`src/rtl/tdbg_pkg.sv`:
```
package tdbg_pkg;
   localparam int ADDR_W = 7;
   localparam int DATA_W = 8;
   localparam int FIFO_W = ADDR_W + DATA_W;
   localparam int FIFO_DEPTH = 16;
   localparam logic [3:0] SEP_BIT = 4'h8;
   localparam logic [3:0] RW_BIT = 4'h7;
   localparam logic [6:0] WR_TOP = 7'h30;
   localparam logic [6:0] RD_TOP = 7'h20;
   localparam logic [6:0] BUS_REG_ADDR = 7'h17;
   localparam int GRANT_EN_BIT = 7;
   localparam int GRANT_STAT_BIT = 0;
   localparam logic RW_READ = 1'b1;

   typedef enum logic [1:0] {
      ST_IDLE = 2'b00,
      ST_CMD = 2'b01,
      ST_DATA = 2'b10
   } tdbg_state_t;
endpackage : tdbg_pkg

```
`src/rtl/tdbg_fifo.sv`:
```
`timescale 1ns/1ps
module tdbg_fifo #(
   parameter int WIDTH = 15,
   parameter int DEPTH = 16
) (
   input wire logic core_clk, // system clock
   input wire logic sys_rst, // synchronous reset, active high
   input wire logic in_valid, // push request
   output logic in_ready, // space available
   input wire logic [WIDTH-1:0] in_data, // pushed word
   output logic out_valid, // word available
   input wire logic out_ready, // consumer takes word
   output logic [WIDTH-1:0] out_data // oldest word
);
   localparam int PW = $clog2(DEPTH);
   logic [WIDTH-1:0] mem [DEPTH];
   logic [PW:0] wr_ptr_reg;
   logic [PW:0] rd_ptr_reg;
   wire push = in_valid && in_ready;
   wire pop = out_valid && out_ready;
   wire ptr_same = wr_ptr_reg[PW-1:0] == rd_ptr_reg[PW-1:0];

   assign in_ready = !(ptr_same && (wr_ptr_reg[PW] != rd_ptr_reg[PW]));
   assign out_valid = wr_ptr_reg != rd_ptr_reg;
   assign out_data = mem[rd_ptr_reg[PW-1:0]];

   always_ff @(posedge core_clk) begin
      if (push) begin
         mem[wr_ptr_reg[PW-1:0]] <= in_data;
      end
   end

   always_ff @(posedge core_clk) begin
      if (sys_rst) begin
         wr_ptr_reg <= '0;
         rd_ptr_reg <= '0;
      end else begin
         wr_ptr_reg <= wr_ptr_reg + (PW+1)'(push);
         rd_ptr_reg <= rd_ptr_reg + (PW+1)'(pop);
      end
   end
endmodule : tdbg_fifo

```
`src/rtl/tdbg_slave.sv`:
```
`timescale 1ns/1ps
module tdbg_slave (
   input wire logic core_clk, // system clock, 200 MHz
   input wire logic sys_rst, // synchronous reset, active high
   input wire logic debug_serial_clock, // serial clock from master
   input wire logic debug_serial_data_in, // data line level
   output logic debug_serial_data_out, // data line drive value
   output logic debug_serial_data_oe, // high while we drive data
   output logic instr_power_down, // port selected, instrumentation off
   output logic [6:0] rd_addr, // read space address
   output logic rd_strobe, // one-cycle read access pulse
   input wire logic [7:0] rd_data, // read space data, same clock
   output logic wr_valid, // write access pending
   input wire logic wr_ready, // register file takes write
   output logic [6:0] wr_addr, // write space address
   output logic [7:0] wr_data, // write data
   output logic wr_space, // write buffer can accept a byte
   input wire logic break_req, // debug break request
   output logic core_halt, // halts the processor core only
   input wire logic external_bus_request, // bus request pin
   output logic bus_grant // bus grant pin
);
   // pin synchronisers; first stage feeds only the second
   logic scl_s1_reg, scl_s2_reg, scl_prev_reg;
   logic sda_s1_reg, sda_s2_reg, sda_prev_reg;
   logic req_s1_reg, req_s2_reg;
   logic mode_reg;
   tdbg_pkg::tdbg_state_t state_reg, state_next;
   logic [3:0] bit_cnt_reg;
   logic [7:0] sh_reg;
   logic [6:0] addr_reg;
   logic rw_reg;
   logic load_pend_reg;
   logic sda_out_reg, sda_oe_reg;
   logic grant_en_reg, sep_high_reg, bus_grant_reg;
   logic core_halt_reg;
   logic rd_strobe_reg;

   function automatic logic is_bus_reg(input logic [6:0] a);
      return a == tdbg_pkg::BUS_REG_ADDR;
   endfunction : is_bus_reg

   always_ff @(posedge core_clk) begin
      scl_s1_reg <= debug_serial_clock;
      scl_s2_reg <= scl_s1_reg;
      scl_prev_reg <= scl_s2_reg;
      sda_s1_reg <= debug_serial_data_in;
      sda_s2_reg <= sda_s1_reg;
      sda_prev_reg <= sda_s2_reg;
      req_s1_reg <= external_bus_request;
      req_s2_reg <= req_s1_reg;
   end

   // edges come from synced samples only, never from the first stage
   wire scl_rise = scl_s2_reg && !scl_prev_reg;
   wire scl_fall = !scl_s2_reg && scl_prev_reg;
   wire scl_high = scl_s2_reg && scl_prev_reg;
   // only a fall with the clock high opens a frame; a rise is not decoded
   wire start_det = mode_reg && scl_high && sda_prev_reg
                    && !sda_s2_reg;
   wire sep_edge = scl_rise && (bit_cnt_reg == tdbg_pkg::SEP_BIT);
   wire data_edge = scl_rise && (bit_cnt_reg < tdbg_pkg::SEP_BIT);
   wire shift_in = data_edge && (state_reg == tdbg_pkg::ST_CMD || !rw_reg);
   wire cmd_done = (state_reg == tdbg_pkg::ST_CMD) && sep_edge;
   wire in_data = state_reg == tdbg_pkg::ST_DATA;
   wire wr_byte = in_data && !rw_reg && sep_edge;
   wire rd_byte = in_data && rw_reg && sep_edge;
   wire rd_go = (cmd_done && sh_reg[0] == tdbg_pkg::RW_READ) || rd_byte;
   wire [6:0] wr_addr_inc = (addr_reg == tdbg_pkg::WR_TOP) ? addr_reg
                            : addr_reg + 7'h01;
   wire [6:0] rd_addr_inc = (addr_reg == tdbg_pkg::RD_TOP) ? addr_reg
                            : addr_reg + 7'h01;
   wire [6:0] cmd_addr = sh_reg[7:1];
   wire [6:0] rd_addr_next = cmd_done ? cmd_addr : rd_addr_inc;
   // bus status answers from our own space; everything else is outside
   wire [7:0] status_byte = 8'(bus_grant_reg) << tdbg_pkg::GRANT_STAT_BIT;
   wire [7:0] rd_sel = is_bus_reg(rd_addr) ? status_byte : rd_data;
   wire [2:0] out_idx = 3'h7 - bit_cnt_reg[2:0];
   wire fifo_in_ready;
   wire fifo_push = wr_byte && !is_bus_reg(addr_reg);
   wire [14:0] fifo_out;

   // strap sampled while reset is held, so the last value before release wins
   always_ff @(posedge core_clk) begin
      if (sys_rst) begin
         mode_reg <= scl_s2_reg;
      end
   end

   always_comb begin
      state_next = state_reg;
      case (state_reg)
         tdbg_pkg::ST_IDLE: state_next = tdbg_pkg::ST_IDLE;
         tdbg_pkg::ST_CMD: begin
            if (cmd_done) begin
               state_next = tdbg_pkg::ST_DATA;
            end
         end
         tdbg_pkg::ST_DATA: state_next = tdbg_pkg::ST_DATA;
         default: state_next = tdbg_pkg::ST_IDLE;
      endcase
      if (start_det) begin
         state_next = tdbg_pkg::ST_CMD;
      end
      if (!mode_reg) begin
         state_next = tdbg_pkg::ST_IDLE;
      end
   end

   always_ff @(posedge core_clk) begin
      if (sys_rst) begin
         state_reg <= tdbg_pkg::ST_IDLE;
         bit_cnt_reg <= 4'h0;
      end else begin
         state_reg <= state_next;
         if (start_det) begin
            bit_cnt_reg <= 4'h0;
         end else if (state_reg != tdbg_pkg::ST_IDLE && scl_rise) begin
            bit_cnt_reg <= sep_edge ? 4'h0 : bit_cnt_reg + 4'h1;
         end
      end
   end

   // bits taken on the clock's rising edge, msb arrives first
   always_ff @(posedge core_clk) begin
      if (sys_rst) begin
         sh_reg <= 8'h00;
      end else if (load_pend_reg) begin
         sh_reg <= rd_sel;
      end else if (shift_in) begin
         sh_reg <= {sh_reg[6:0], sda_s2_reg};
      end
   end

   always_ff @(posedge core_clk) begin
      if (sys_rst) begin
         addr_reg <= 7'h00;
         rw_reg <= 1'b0;
         rd_addr <= 7'h00;
         rd_strobe_reg <= 1'b0;
         load_pend_reg <= 1'b0;
      end else begin
         rd_strobe_reg <= rd_go;
         load_pend_reg <= rd_strobe_reg;
         if (cmd_done) begin
            addr_reg <= cmd_addr;
            rw_reg <= sh_reg[0];
         end else if (wr_byte) begin
            addr_reg <= wr_addr_inc;
         end else if (rd_byte) begin
            addr_reg <= rd_addr_inc;
         end
         if (rd_go) begin
            rd_addr <= rd_addr_next;
         end
      end
   end

   // read bits change on the falling edge so they are stable at the rise
   always_ff @(posedge core_clk) begin
      if (sys_rst) begin
         sda_out_reg <= 1'b1;
         sda_oe_reg <= 1'b0;
      end else if (start_det || !in_data || !rw_reg) begin
         sda_oe_reg <= 1'b0;
      end else if (scl_fall) begin
         sda_oe_reg <= bit_cnt_reg < tdbg_pkg::SEP_BIT;
         sda_out_reg <= sh_reg[out_idx];
      end
   end

   always_ff @(posedge core_clk) begin
      if (sys_rst) begin
         grant_en_reg <= 1'b0;
         sep_high_reg <= 1'b0;
         bus_grant_reg <= 1'b0;
         core_halt_reg <= 1'b0;
      end else begin
         core_halt_reg <= break_req;
         if (wr_byte && is_bus_reg(addr_reg)) begin
            grant_en_reg <= sh_reg[tdbg_pkg::GRANT_EN_BIT];
         end
         if (start_det || data_edge) begin
            sep_high_reg <= 1'b0;
         end else if (sep_edge && state_reg != tdbg_pkg::ST_IDLE) begin
            sep_high_reg <= sda_s2_reg;
         end
         bus_grant_reg <= grant_en_reg && req_s2_reg
                          && (state_reg == tdbg_pkg::ST_IDLE
                              || sep_high_reg);
      end
   end

   tdbg_fifo #(
      .WIDTH(tdbg_pkg::FIFO_W),
      .DEPTH(tdbg_pkg::FIFO_DEPTH)
   ) u_wr_fifo (
      .core_clk(core_clk),
      .sys_rst(sys_rst),
      .in_valid(fifo_push),
      .in_ready(fifo_in_ready),
      .in_data({addr_reg, sh_reg}),
      .out_valid(wr_valid),
      .out_ready(wr_ready),
      .out_data(fifo_out)
   );

   assign wr_addr = fifo_out[14:8];
   assign wr_data = fifo_out[7:0];
   assign wr_space = fifo_in_ready;
   assign debug_serial_data_out = sda_out_reg;
   assign debug_serial_data_oe = sda_oe_reg;
   assign instr_power_down = mode_reg;
   assign rd_strobe = rd_strobe_reg;
   assign bus_grant = bus_grant_reg;
   assign core_halt = core_halt_reg;
endmodule : tdbg_slave

```
`config.mk`:
```
export PLATFORM = sky130hd
export DESIGN_NAME = tdbg_slave
export DESIGN_NICKNAME = d
export VERILOG_FILES = /design/src/rtl/tdbg_pkg.sv /design/src/rtl/tdbg_fifo.sv /design/src/rtl/tdbg_slave.sv
export SDC_FILE = /design/constraint.sdc
export NUM_CORES = 1
export LEC_CHECK = 0
export BUFFER_PORTS_ARGS = -buffer_cell sky130_fd_sc_hd__buf_2
export CAP_MARGIN = 20
export CORE_MARGIN = 2
export CORE_UTILIZATION = 60
export DETAILED_ROUTE_END_ITERATION = 6
export GPL_TIMING_DRIVEN = 0
export PLACE_DENSITY = 0.78
export SLEW_MARGIN = 20
export SYNTH_ARGS = -nofsm -noshare
export SYNTH_HDL_FRONTEND = slang
export SYNTH_HIERARCHICAL = 1
export SYNTH_SLANG_ARGS = --single-unit
```
`constraint.sdc`:
```
create_clock -name core_clk -period 4.95 [get_ports core_clk]
set_clock_uncertainty 0.2 [all_clocks]
set_input_delay 0.495 -clock core_clk [delete_from_list [all_inputs] [get_ports core_clk]]
set_output_delay 0.495 -clock core_clk [all_outputs]
set_load 0.02 [all_outputs]
```
==> key figures, run 1 <==
Detailed routing
  • Residual DRC: 0
  • Routed via count divided by cell count: approximately 6.5
  • Routed Antenna Nets: 0
  • Final wirelength: around 27 mm
  • Vias after detailed routing: just over 7000
  • Initial DRC count: 765
  • DR pass1 iterations: 5
  • WL per Instance: approximately 25 um

Synth
  • Post-synth cell types: 65
  • Post-synthesis sequential area ratio: 0.691
  • Cell Area, Synth: 0.0121 mm2
  • Async set-reset flop share out of synthesis: 0
  • Flops & latches, synth: about 300
  • EDFF count, synth: between 200 and 250
  • Synth Net Count: 738
  • Main flop type after synthesis: edfxtp_1
  • Synth Warn #: 6
  • Post-Syn Area per Cell: around 17 um2
  • Cell count after synthesis: about 700

STA
  • Max Fclk: 0.254 GHz
  • Max-slew violations: 0
  • Final hold viol count: 0
  • Hold_ws: 0.0611 ns
  • RSZ-0062 raised after global routing: no
  • Period utilisation layout: 0.797
  • Setup violators final: 0
  • Slew headroom: 0.383
  • Slew at the pin with the worst max-slew slack: roughly 0.92 ns
  • Min Tclk post-route: just under 4 ns

Clock tree
  • Setup repair bufs after CTS: 0
  • Worst-case clock buffer depth: 3
  • Clk root buf: clkbuf_16
  • CTS tree: built
  • CTS H-Tree Depth: 1
  • CTS resizes: 0
  • # hold bufs at CTS: 4
  • Worst-Skew Late Latency: 0.55 ns
  • Clock-pin slew on the worst setup and hold paths: about 0.060 ns
  • Cts bufs inserted: 28
  • Clock sinks: slightly below 300

Worst setup path
  • Crit path kind: reg -> reg
  • Startpoint Class: flip-flop
  • Crit-path max cell delay: approximately 0.71 ns
  • CP dominant cell by count: buf_2
  • Critical path endpoint category: flip-flop
  • Slowest-stage cell, CP: nor4_2
  • Worst path required time: around 5 ns
  • Critical Path Fanout Max: 8
  • Worst path cell trace: or3b_4 -> nor3_4 -> nand2_1 -> nor3_1 -> a21bo_1 -> buf_6 -> nor4_2 -> buf_2 -> buf_2
  • Critical Path AT: between 3 and 4 ns

Finish
  • Filler instances: between 1000 and 1500
  • Antenna Cells: 0
  • Area of the multi-input gates: around 0.0035 mm2
  • Reg area: about 0.0083 mm2
  • Layout Utilization: 0.704
  • Final cell count without fillers: 1099
  • Nets: 837
  • Layout cells sized above 1: 0.242
  • Max FFs per register: 240
  • Layout area overhead: 14.3%

Floorplan
  • Initial Utilization: 0.616
  • Die Y: approximately 150 um
  • Row cnt: 51
  • Core area: about 0.02 mm2
  • I/O pin count: 45
  • DIE WIDTH: approximately 150 um
  • Die area: 0.0213 mm2

GRT
  • Gr usage total: 0.256
  • Largest net degree at the start of global routing: 23
  • Initial antenna violation count: 0
  • Global-route wire length before repair: around 42 mm
  • Remaining global-route overflow: 0
  • Number of global-route vias before repair: 7109

Place
  • Placed Instances: approximately 1000
  • Gpl congestion: around 0.88
  • Number of port buffers: 44
  • Post-DP HPWL: ~18 mm

Power
  • LEAKAGE: around 4.7 nW
  • Maximum resistive drop on vdd: about 0.00030 V
  • Power per standard cell area: approximately 350 mW/mm2

Outcome
  • Status: finished, final reports clean

Flow run
  • Max cap viols: 0

Hold path
  • Hold Path Class: in -> reg
-- worst max-delay path: cells and delay by family (launching register included) --
family | cells | cell delay [ns]
and+or+nand+nor | 5 | 1.98
buffers and inverters | 3 | 0.76
DFF | 1 | 0.43
AOI/OAI and AO/OA | 1 | 0.28
-- cells in the final DEF, fill, tap and decap left out, types with 11 or more instances in the layout --
master and count:
buf_4 15, nor2_1 36, mux4_1 12, a22oi_1 15, nand3_1 11, inv_1 12
mux2i_1 52, dfxtp_1 55, mux4_2 35, a32oi_1 17, buf_2 66, clkbuf_1 18
xor2_1 14, o21ai_1 17, nand2_1 22, edfxtp_1 241, clkbuf_16 28
-- worst paths after layout --
kind / slack [ns] / endpoint / from / cells past startpoint
max: 1.01 / u_wr_fifo/mem[8][6]$_DFFE_PP_ / bit_cnt_reg[3]$_SDFFE_PP0P_ / 9
min: 0.06 / instr_power_down$_DFFE_PP_ / sys_rst / 1
max reg2reg: 1.01 / u_wr_fifo/mem[8][6]$_DFFE_PP_ / bit_cnt_reg[3]$_SDFFE_PP0P_ / 9
min reg2reg: 0.13 / scl_s2_reg$_DFF_P_ / scl_s1_reg$_DFF_P_ / 0
-- through the flow --
stage | setup TNS (ns) | instance area (um2) | worst slack [ns] | power [W]
floorplan | 0 | 12100 | 1.20 | 0.00279
CTS | 0 | 13800 | 1.03 | 0.00491
global route | 0 | 13800 | 0.916 | 0.00501
finish | 0 | 13800 | 1.01 | 0.00489
detailed placement | 0 | 12800 | 1.03 | 0.00282
global placement | -18.21 | 12600 | -0.488 | 0.00281
-- layout make-up --
cell class	instances	area share
Sequential cell	296	0.604
Multi-Input combinational cell	366	0.253
Clock buffer	37	0.0547
Timing Repair Buffer	69	0.0283
Tap cell	265	0.0240
Buffer	38	0.0200
Clock inverter	15	0.0116
Inverter	13	0.00354
-- where the power goes --
| group | switching [W] | internal (W) | total, W |
|---|---|---|---|
| registers | 0.0000347 | 0.00269 | 0.00272 |
| logic | 0.0000268 | 0.0000219 | 0.0000487 |
| clock network | 0.000891 | 0.00123 | 0.00212 |
| total | 0.000952 | 0.00394 | 0.00489 |
-- cells in the mapped netlist (11+ instances only) --
cell      count  share of area
nand2_1      22         0.0068
a22oi_1      15         0.0093
nand3_1      11         0.0046
o21ai_1      17         0.0070
mux4_2       35          0.065
mux4_1       12          0.026
edfxtp_1    241           0.60
nor2_1       37          0.012
buf_2        11         0.0046
dfxtp_1      55          0.091
a32oi_1      17          0.012
clkbuf_1     11         0.0034
nor3_1       19         0.0079
xor2_1       14          0.010
mux2i_1      52          0.043
inv_1        12         0.0037
-- routing by layer --
metal  share of wire  track usage
met2            0.50        0.433
met4           0.026       0.0750
met3           0.080       0.0389
met5               0            0
met1            0.39        0.349
-- kinds of logic (layout without fill, tap and decap cells) --
kind of cell,count (synthesis),in the layout,synth area share
buf+inv,51,172,0.0268
compound gates,90,90,0.0543
mux,99,99,0.135
xor+xnor,20,20,0.0145
fa+ha+maj,10,10,0.0104
flops,296,296,0.691
simple gates,147,147,0.0689
(Power assumes the default switching activity.)
==> inputs of run 2 (changes only) <==
- clock period: 4.95 -> 3.64 ns (I/O delays scaled with it)
==> run 2 against run 1 <==
Critical path depth did not move. Sequential share of layout area shrank 0.74 points. Sequential power is 36% higher.
==> key figures, run 2 (synthesis gave the netlist of run 1 again) <==
Worst setup path
  • Critical Path AT: 3.60 ns (was 3.99 ns)
  • CP delay by family, top: simple AND/OR/NAND/NOR gates (unchanged)
  • Critical path endpoint category: flip-flop (unchanged)
  • Worst R2R Start: bit_cnt_reg[3]$_SDFFE_PP0P_ (unchanged)
  • CP dominant cell by count: buf_2 (unchanged)
  • Worst path required time: 3.69 ns (was 5.00 ns)
  • Slowest-stage cell, CP: nor4_4 (was nor4_2)
  • Crit path kind: reg -> reg (unchanged)
  • Worst Setup SP: bit_cnt_reg[3]$_SDFFE_PP0P_ (unchanged)
  • Crit-path max cell delay: 0.49 ns (was 0.71 ns)
  • Startpoint Class: flip-flop (unchanged)
  • Worst path cell trace: or3b_4 -> nor3_4 -> nand2_1 -> nor3_2 -> a21bo_1 -> buf_6 -> nor4_4 -> buf_2 -> buf_2 (was or3b_4 -> nor3_4 -> nand2_1 -> nor3_1 -> a21bo_1 -> buf_6 -> nor4_2 -> buf_2 -> buf_2)
  • Critical Path Fanout Max: 8 (unchanged)
  • Crit path buf inv count: 3 (unchanged)

STA
  • Period utilisation layout: 0.976 (was 0.797)
  • Max-slew violations: 0 (unchanged)
  • RSZ-0062 raised after global routing: yes (was no)
  • Final hold viol count: 0 (unchanged)
  • Slew headroom: 0.390 (was 0.383)
  • Slew at the pin with the worst max-slew slack: 0.913 ns (was 0.921 ns)
  • Min Tclk post-route: 3.55 ns (was 3.94 ns)
  • Max Fclk: 0.282 GHz (was 0.254 GHz)
  • Setup violators final: 0 (unchanged)

GRT
  • Number of global-route vias before repair: 7131 (was 7109)
  • Global-route wire length before repair: 42.2 mm (was 42.1 mm)
  • Largest net degree at the start of global routing: 23 (unchanged)
  • Remaining global-route overflow: 0 (unchanged)
  • Initial antenna violation count: 0 (unchanged)
  • Gr usage total: 0.257 (was 0.256)

Hold path
  • Min-Delay Startpoint: rd_data[2] (was sys_rst)
  • Hold Path Class: in -> reg (unchanged)

Clock tree
  • Cts bufs inserted: 28 (unchanged)
  • Worst-case clock buffer depth: 3 (unchanged)
  • CTS H-Tree Depth: 1 (unchanged)
  • Clock sinks: 296 (unchanged)
  • Worst-Skew Late Latency: 0.55 ns (about the same)
  • Setup repair bufs after CTS: 0 (unchanged)
  • CTS tree: built (unchanged)
  • Clock-pin slew on the worst setup and hold paths: 0.06 ns (about the same)
  • Clk root buf: clkbuf_16 (unchanged)

Floorplan
  • Die area: 0.0213 mm2 (unchanged)
  • DIE WIDTH: 146 um (unchanged)
  • I/O pin count: 45 (unchanged)
  • Row cnt: 51 (unchanged)
  • Initial Utilization: 0.616 (unchanged)
  • Die Y: 146 um (unchanged)
  • Core area: 0.0196 mm2 (unchanged)

Finish
  • Layout Utilization: 0.713 (was 0.704)
  • Most frequent cells in the layout: edfxtp_1, buf_2, mux2i_1, dfxtp_1, nor2_1 (was edfxtp_1, buf_2, dfxtp_1, mux2i_1, nor2_1)
  • Nets: 845 (was 837)
  • Antenna Cells: 0 (unchanged)
  • Layout area overhead: 15.7% (was 14.3%)
  • Layout cells sized above 1: 0.245 (was 0.242)
  • Post-Layout Inst Area: 0.0140 mm2 (was 0.0138 mm2)
  • Commonest non-fill, non-tap cell in the layout: edfxtp_1 (unchanged)
  • Max FFs per register: 240 (unchanged)

Detailed routing
  • Routed Antenna Nets: 0 (unchanged)
  • DR pass1 iterations: 7 (was 5)
  • Final wirelength: 27.2 mm (was 27.0 mm)
  • Vias after detailed routing: 7091 (was 7105)
  • WL per Instance: 24.5 um (was 24.6 um)
  • Initial DRC count: 746 (was 765)
  • Residual DRC: 0 (unchanged)
  • Routed via count divided by cell count: 6.41 (was 6.46)

Power
  • Maximum resistive drop on vdd: 0.000415 V (was 0.000302 V)
  • LEAKAGE: 4.89 nW (was 4.74 nW)
  • Power per standard cell area: 476 mW/mm2 (was 354 mW/mm2)

Outcome
  • Status: finished, final reports clean (unchanged)

Flow run
  • Max cap viols: 0 (unchanged)

Place
  • Gpl congestion: 0.876 (unchanged)
  • DP Area: 0.0128 mm2 (unchanged)
  • Number of port buffers: 44 (unchanged)
  • Post-DP HPWL: 17.7 mm (unchanged)
==> run 2: layout make-up <==
type	count	area, um2
Sequential cell	296	8340
Tap cell	265	332
Inverter	13	48.8
Timing Repair Buffer	77	470
Buffer	38	275
Clock buffer	37	754
Fill cell	1163	5620
Clock inverter	15	160
Multi-Input combinational cell	366	3590
==> run 2: per-layer routing <==
metal  GRT usage  share of wire
met5           0              0
met3      0.0395          0.077
met4      0.0745          0.025
met1       0.350           0.39
met2       0.436           0.50
==> run 2: worst reg2reg max path, stage by stage, from the launching register on <==
cell	delay, ns
dfxtp_1	0.43
or3b_4	0.44
nor3_4	0.32
nand2_1	0.14
nor3_2	0.24
a21bo_1	0.25
buf_6	0.16
nor4_4	0.49
buf_2	0.33
buf_2	0.25
==> run 2: worst paths after layout <==
check | end | slack, ns | cells after the start
max | u_wr_fifo/mem[8][0]$_DFFE_PP_ | 0.09 | 9
min | sh_reg[2]$_SDFFE_PP0P_ | 0.02 | 3
max reg2reg | u_wr_fifo/mem[8][0]$_DFFE_PP_ | 0.09 | 9
min reg2reg | req_s2_reg$_DFF_P_ | 0.13 | 0
==> run 2: timing repair <==
| item | in CTS | in global routing |
|---|---|---|
| setup endpoints to repair | 95 | 50 |
| hold buffers | 12 | 0 |
| gates resized for setup | 7 | 9 |
| hold endpoints to repair | 12 | 0 |
==> run 2: per-stage QoR <==
stage               setup TNS, ns  hold slack (ns)  std cells  total power (W)  setup WS, ns
floorplan                  -10.11            0.110        713          0.00379        -0.112
global route              -0.0558           0.0134       1107          0.00681      -0.00923
global placement          -278.73            0.113       1022          0.00383         -1.80
detailed placement          -8.51            0.113       1043          0.00383        -0.278
finish                          0           0.0162       1107          0.00666        0.0885
CTS                             0          0.00392       1107          0.00668        0.0354
==> run 2: where the power goes <==
| group | total, W | switching (W) | leakage (nW) | internal [W] |
|---|---|---|---|---|
| combinational | 0.0000730 | 0.0000376 | 1.61 | 0.0000354 |
| clock | 0.00288 | 0.00121 | 0.439 | 0.00167 |
| sequential | 0.00370 | 0.0000469 | 2.85 | 0.00365 |
| total | 0.00666 | 0.00130 | 4.89 | 0.00536 |
==> inputs of run 3 (changes only) <==
- ABC_AREA: not set -> 1
- CAP_MARGIN: 20 -> not set
- PLACE_DENSITY: 0.78 -> 0.77
- RECOVER_POWER: not set -> 50
==> run 3 against run 2 <==
Setup slack better by 0.31 ns. Routed wire length grew 16%. Critical endpoint is now wr_data[2]. First-iteration DRC count rose by 35%. Largest cell class unchanged.
==> key figures, run 3 <==
STA
  • Max Fclk: 0.309 GHz (was 0.282 GHz)
  • Setup violators final: 0 (unchanged)
  • Slew at the pin with the worst max-slew slack: 1.11 ns (was 0.913 ns)
  • Slew headroom: 0.260 (was 0.390)
  • RSZ-0062 raised after global routing: no (was yes)
  • Max-slew violations: 0 (unchanged)
  • Final hold viol count: 0 (unchanged)
  • Min Tclk post-route: 3.24 ns (was 3.55 ns)
  • Period utilisation layout: 0.890 (was 0.976)
  • Setup TNS: 0 ns (unchanged)

Outcome
  • Status: finished, final reports clean (unchanged)

GRT
  • Initial antenna violation count: 1 (was 0)
  • Remaining global-route overflow: 0 (unchanged)
  • Gr usage total: 0.271 (was 0.257)
  • Number of global-route vias before repair: 9419 (was 7131)
  • Global-route wire length before repair: 49.4 mm (was 42.2 mm)
  • Largest net degree at the start of global routing: 23 (unchanged)

Place
  • Number of port buffers: 44 (unchanged)
  • Post-DP HPWL: 20.0 mm (was 17.7 mm)
  • Gpl congestion: 0.897 (was 0.876)
  • DP Area: 0.0140 mm2 (was 0.0128 mm2)

Floorplan
  • Die area: 0.0235 mm2 (was 0.0213 mm2)
  • Initial Utilization: 0.612 (was 0.616)
  • Core area: 0.0218 mm2 (was 0.0196 mm2)
  • DIE WIDTH: 153 um (was 146 um)
  • Row cnt: 54 (was 51)
  • I/O pin count: 45 (unchanged)
  • Die Y: 153 um (was 146 um)

Clock tree
  • Setup repair bufs after CTS: 0 (unchanged)
  • Cts bufs inserted: 30 (was 28)
  • Clock-pin slew on the worst setup and hold paths: 0.06 ns (about the same)
  • Worst-case clock buffer depth: 3 (unchanged)
  • CTS H-Tree Depth: 1 (unchanged)
  • CTS tree: built (unchanged)
  • Clock sinks: 296 (unchanged)
  • Clk root buf: clkbuf_16 (unchanged)
  • Worst-Skew Late Latency: 0.54 ns (was 0.55 ns)

Finish
  • Layout cells sized above 1: 0.0889 (was 0.245)
  • Max FFs per register: 240 (unchanged)
  • Filler instances: 1631 (was 1163)
  • Nets: 1575 (was 845)
  • Post-Layout Inst Area: 0.0150 mm2 (was 0.0140 mm2)
  • Commonest non-fill, non-tap cell in the layout: nand2_1 (was edfxtp_1)
  • Most frequent cells in the layout: nand2_1, inv_1, edfxtp_1, nand3_1, nor2_1 (was edfxtp_1, buf_2, mux2i_1, dfxtp_1, nor2_1)
  • Layout area overhead: 12.4% (was 15.7%)
  • Layout Utilization: 0.688 (was 0.713)

Worst setup path
  • Reg2reg end: u_wr_fifo/mem[6][2]$_DFFE_PP_ (was u_wr_fifo/mem[8][0]$_DFFE_PP_)
  • Worst path required time: 3.08 ns (was 3.69 ns)
  • Worst R2R Start: addr_reg[3]$_SDFFE_PP0P_ (was bit_cnt_reg[3]$_SDFFE_PP0P_)
  • Critical path endpoint category: output port (was flip-flop)
  • Critical Path Fanout Max: 10 (was 8)
  • FF-to-FF setup slack: 0.54 ns (was 0.09 ns)
  • FF-to-FF path depth: 7 (was 9)
  • Critical Path AT: 2.67 ns (was 3.60 ns)
  • Startpoint Class: flip-flop (unchanged)
  • Crit path kind: reg -> out (was reg -> reg)

Synth
  • Cell count after synthesis: 1460 (was 713)
  • Synth Net Count: 1485 (was 738)
  • Post-synthesis sequential area ratio: 0.624 (was 0.691)
  • Flops & latches, synth: 296 (unchanged)
  • Synth Warn #: 6 (unchanged)
  • Synth area leaders: edfxtp_1, nand2_1, dfxtp_1 (was edfxtp_1, dfxtp_1, mux4_2)
  • Post-synth top area share: 0.542 (was 0.599)
  • Async set-reset flop share out of synthesis: 0 (unchanged)
  • Cell Area, Synth: 0.0134 mm2 (was 0.0121 mm2)
  • Main flop type after synthesis: edfxtp_1 (unchanged)
  • Area leader, netlist: edfxtp_1 (unchanged)
  • Post-Syn Area per Cell: 9.15 um2 (was 16.9 um2)
  • EDFF count, synth: 241 (unchanged)
  • Commonest cells post-synth: nand2_1, inv_1, edfxtp_1 (was edfxtp_1, dfxtp_1, mux2i_1)
  • Most frequent cell after synthesis: nand2_1 (was edfxtp_1)
  • Post-synth cell types: 38 (was 65)

Power
  • Maximum resistive drop on vdd: 0.000419 V (was 0.000415 V)
  • Power per standard cell area: 444 mW/mm2 (was 476 mW/mm2)
  • LEAKAGE: 6.68 nW (was 4.89 nW)

Hold path
  • Min-Delay Startpoint: wr_ready (was rd_data[2])
  • Worst hold endpoint: u_wr_fifo/rd_ptr_reg[0]$_SDFF_PP0_ (was sh_reg[2]$_SDFFE_PP0P_)
  • Hold path depth: 6 (was 3)
  • Hold Path Class: in -> reg (unchanged)

Detailed routing
  • Final wirelength: 31.4 mm (was 27.2 mm)
  • Initial DRC count: 1004 (was 746)
  • Routed via count divided by cell count: 5.30 (was 6.41)
  • WL per Instance: 16.9 um (was 24.5 um)
  • DR pass1 iterations: 5 (was 7)
  • Residual DRC: 0 (unchanged)
  • Routed Antenna Nets: 0 (unchanged)
  • Vias after detailed routing: 9834 (was 7091)

Flow run
  • Max cap viols: 0 (unchanged)
==> run 3: cell count changes in the layout (fill, tap and decap cells not counted), moves of 16 or more <==
cell	change
nor2_2	+16
clkbuf_1	+18
inv_1	+268
nand2_1	+451
mux4_2	-35
o21ai_1	-16
nand3_1	+168
nor2_1	+24
a21oi_1	+19
a32oi_1	-17
mux2i_1	-52
o21ai_0	+22
==> run 3: cell families after synthesis <==
family	share of synthesized area
AO/OA/AOI/OAI	0.0262
XOR/XNOR	0.00524
adder cells (fa/ha/maj)	0.00936
buffers and inverters	0.101
flip-flops	0.624
AND/OR/NAND/NOR	0.234
==> run 3: report_power, final <==
group          switching, W  leakage (nW)  internal (W)  total [W]
clock network       0.00121         0.476       0.00170    0.00292
logic             0.0000305          3.61     0.0000240  0.0000546
registers         0.0000472          2.60       0.00365    0.00370
total               0.00129          6.68       0.00538    0.00667
==> run 3: final cells by class <==
| class | count | area, um2 | area share |
|---|---|---|---|
| flip-flops and latches | 296 | 8340 | 0.555 |
| clock buffers | 44 | 900 | 0.0599 |
| multi-input cells | 826 | 3680 | 0.245 |
| clock inverters | 12 | 57.6 | 0.00383 |
| plain buffers | 52 | 267 | 0.0178 |
| diodes | 1 | 2.50 | 0.000167 |
| repair buffers | 58 | 344 | 0.0229 |
| well taps | 280 | 350 | 0.0233 |
| inverters | 286 | 1080 | 0.0718 |
==> run 3: what timing repair did <==
item	in CTS	in global routing
endpoints found under the hold margin	14	0
hold buffers	13	0
gates resized for setup	0	0
==> run 3: how the worst max path moves through the flow <==
stage / startpoint / end / slack (ns) / cells past startpoint
finish: u_wr_fifo/rd_ptr_reg[1]$_SDFF_PP0_ / wr_data[2] / 0.40 / 8
global route: u_wr_fifo/rd_ptr_reg[1]$_SDFF_PP0_ / wr_addr[3] / 0.24 / 9
CTS: addr_reg[3]$_SDFFE_PP0P_ / u_wr_fifo/mem[15][3]$_DFFE_PP_ / 0.53 / 7
detailed placement: addr_reg[3]$_SDFFE_PP0P_ / u_wr_fifo/mem[15][1]$_DFFE_PP_ / 0.54 / 7
global placement: addr_reg[3]$_SDFFE_PP0P_ / u_wr_fifo/mem[14][1]$_DFFE_PP_ / 0.30 / 6
floorplan: addr_reg[0]$_SDFFE_PP0P_ / u_wr_fifo/mem[3][0]$_DFFE_PP_ / 1.19 / 8
==> run 3: per-stage QoR <==
step | std cells | worst slack (ns) | total power [W] | hold WS (ns)
after detailed placement | 1785 | 0.541 | 0.00381 | 0.112
after CTS | 1854 | 0.529 | 0.00670 | 0.0748
after floorplan | 1460 | 1.19 | 0.00377 | 0.110
after global placement | 1784 | 0.295 | 0.00381 | 0.111
final | 1855 | 0.402 | 0.00667 | 0.0859
after global routing | 1854 | 0.240 | 0.00683 | 0.130
==> run 3: critical path, cell delays in order (launching register included) <==
cell	delay, ns
dfxtp_1	0.33
clkbuf_1	0.50
inv_4	0.16
clkbuf_1	0.32
nand2_1	0.15
nand3_1	0.23
nand3_1	0.21
nand2_1	0.06
buf_2	0.16
==> run 3: routing by layer <==
layer / GRT usage / up-vias / share of wire
met5: 0 / - / 0
met4: 0.0970 / 0 / 0.035
met3: 0.0644 / 79 / 0.090
met2: 0.443 / 408 / 0.48
met1: 0.356 / 4562 / 0.40
li1: - / 4785 / -
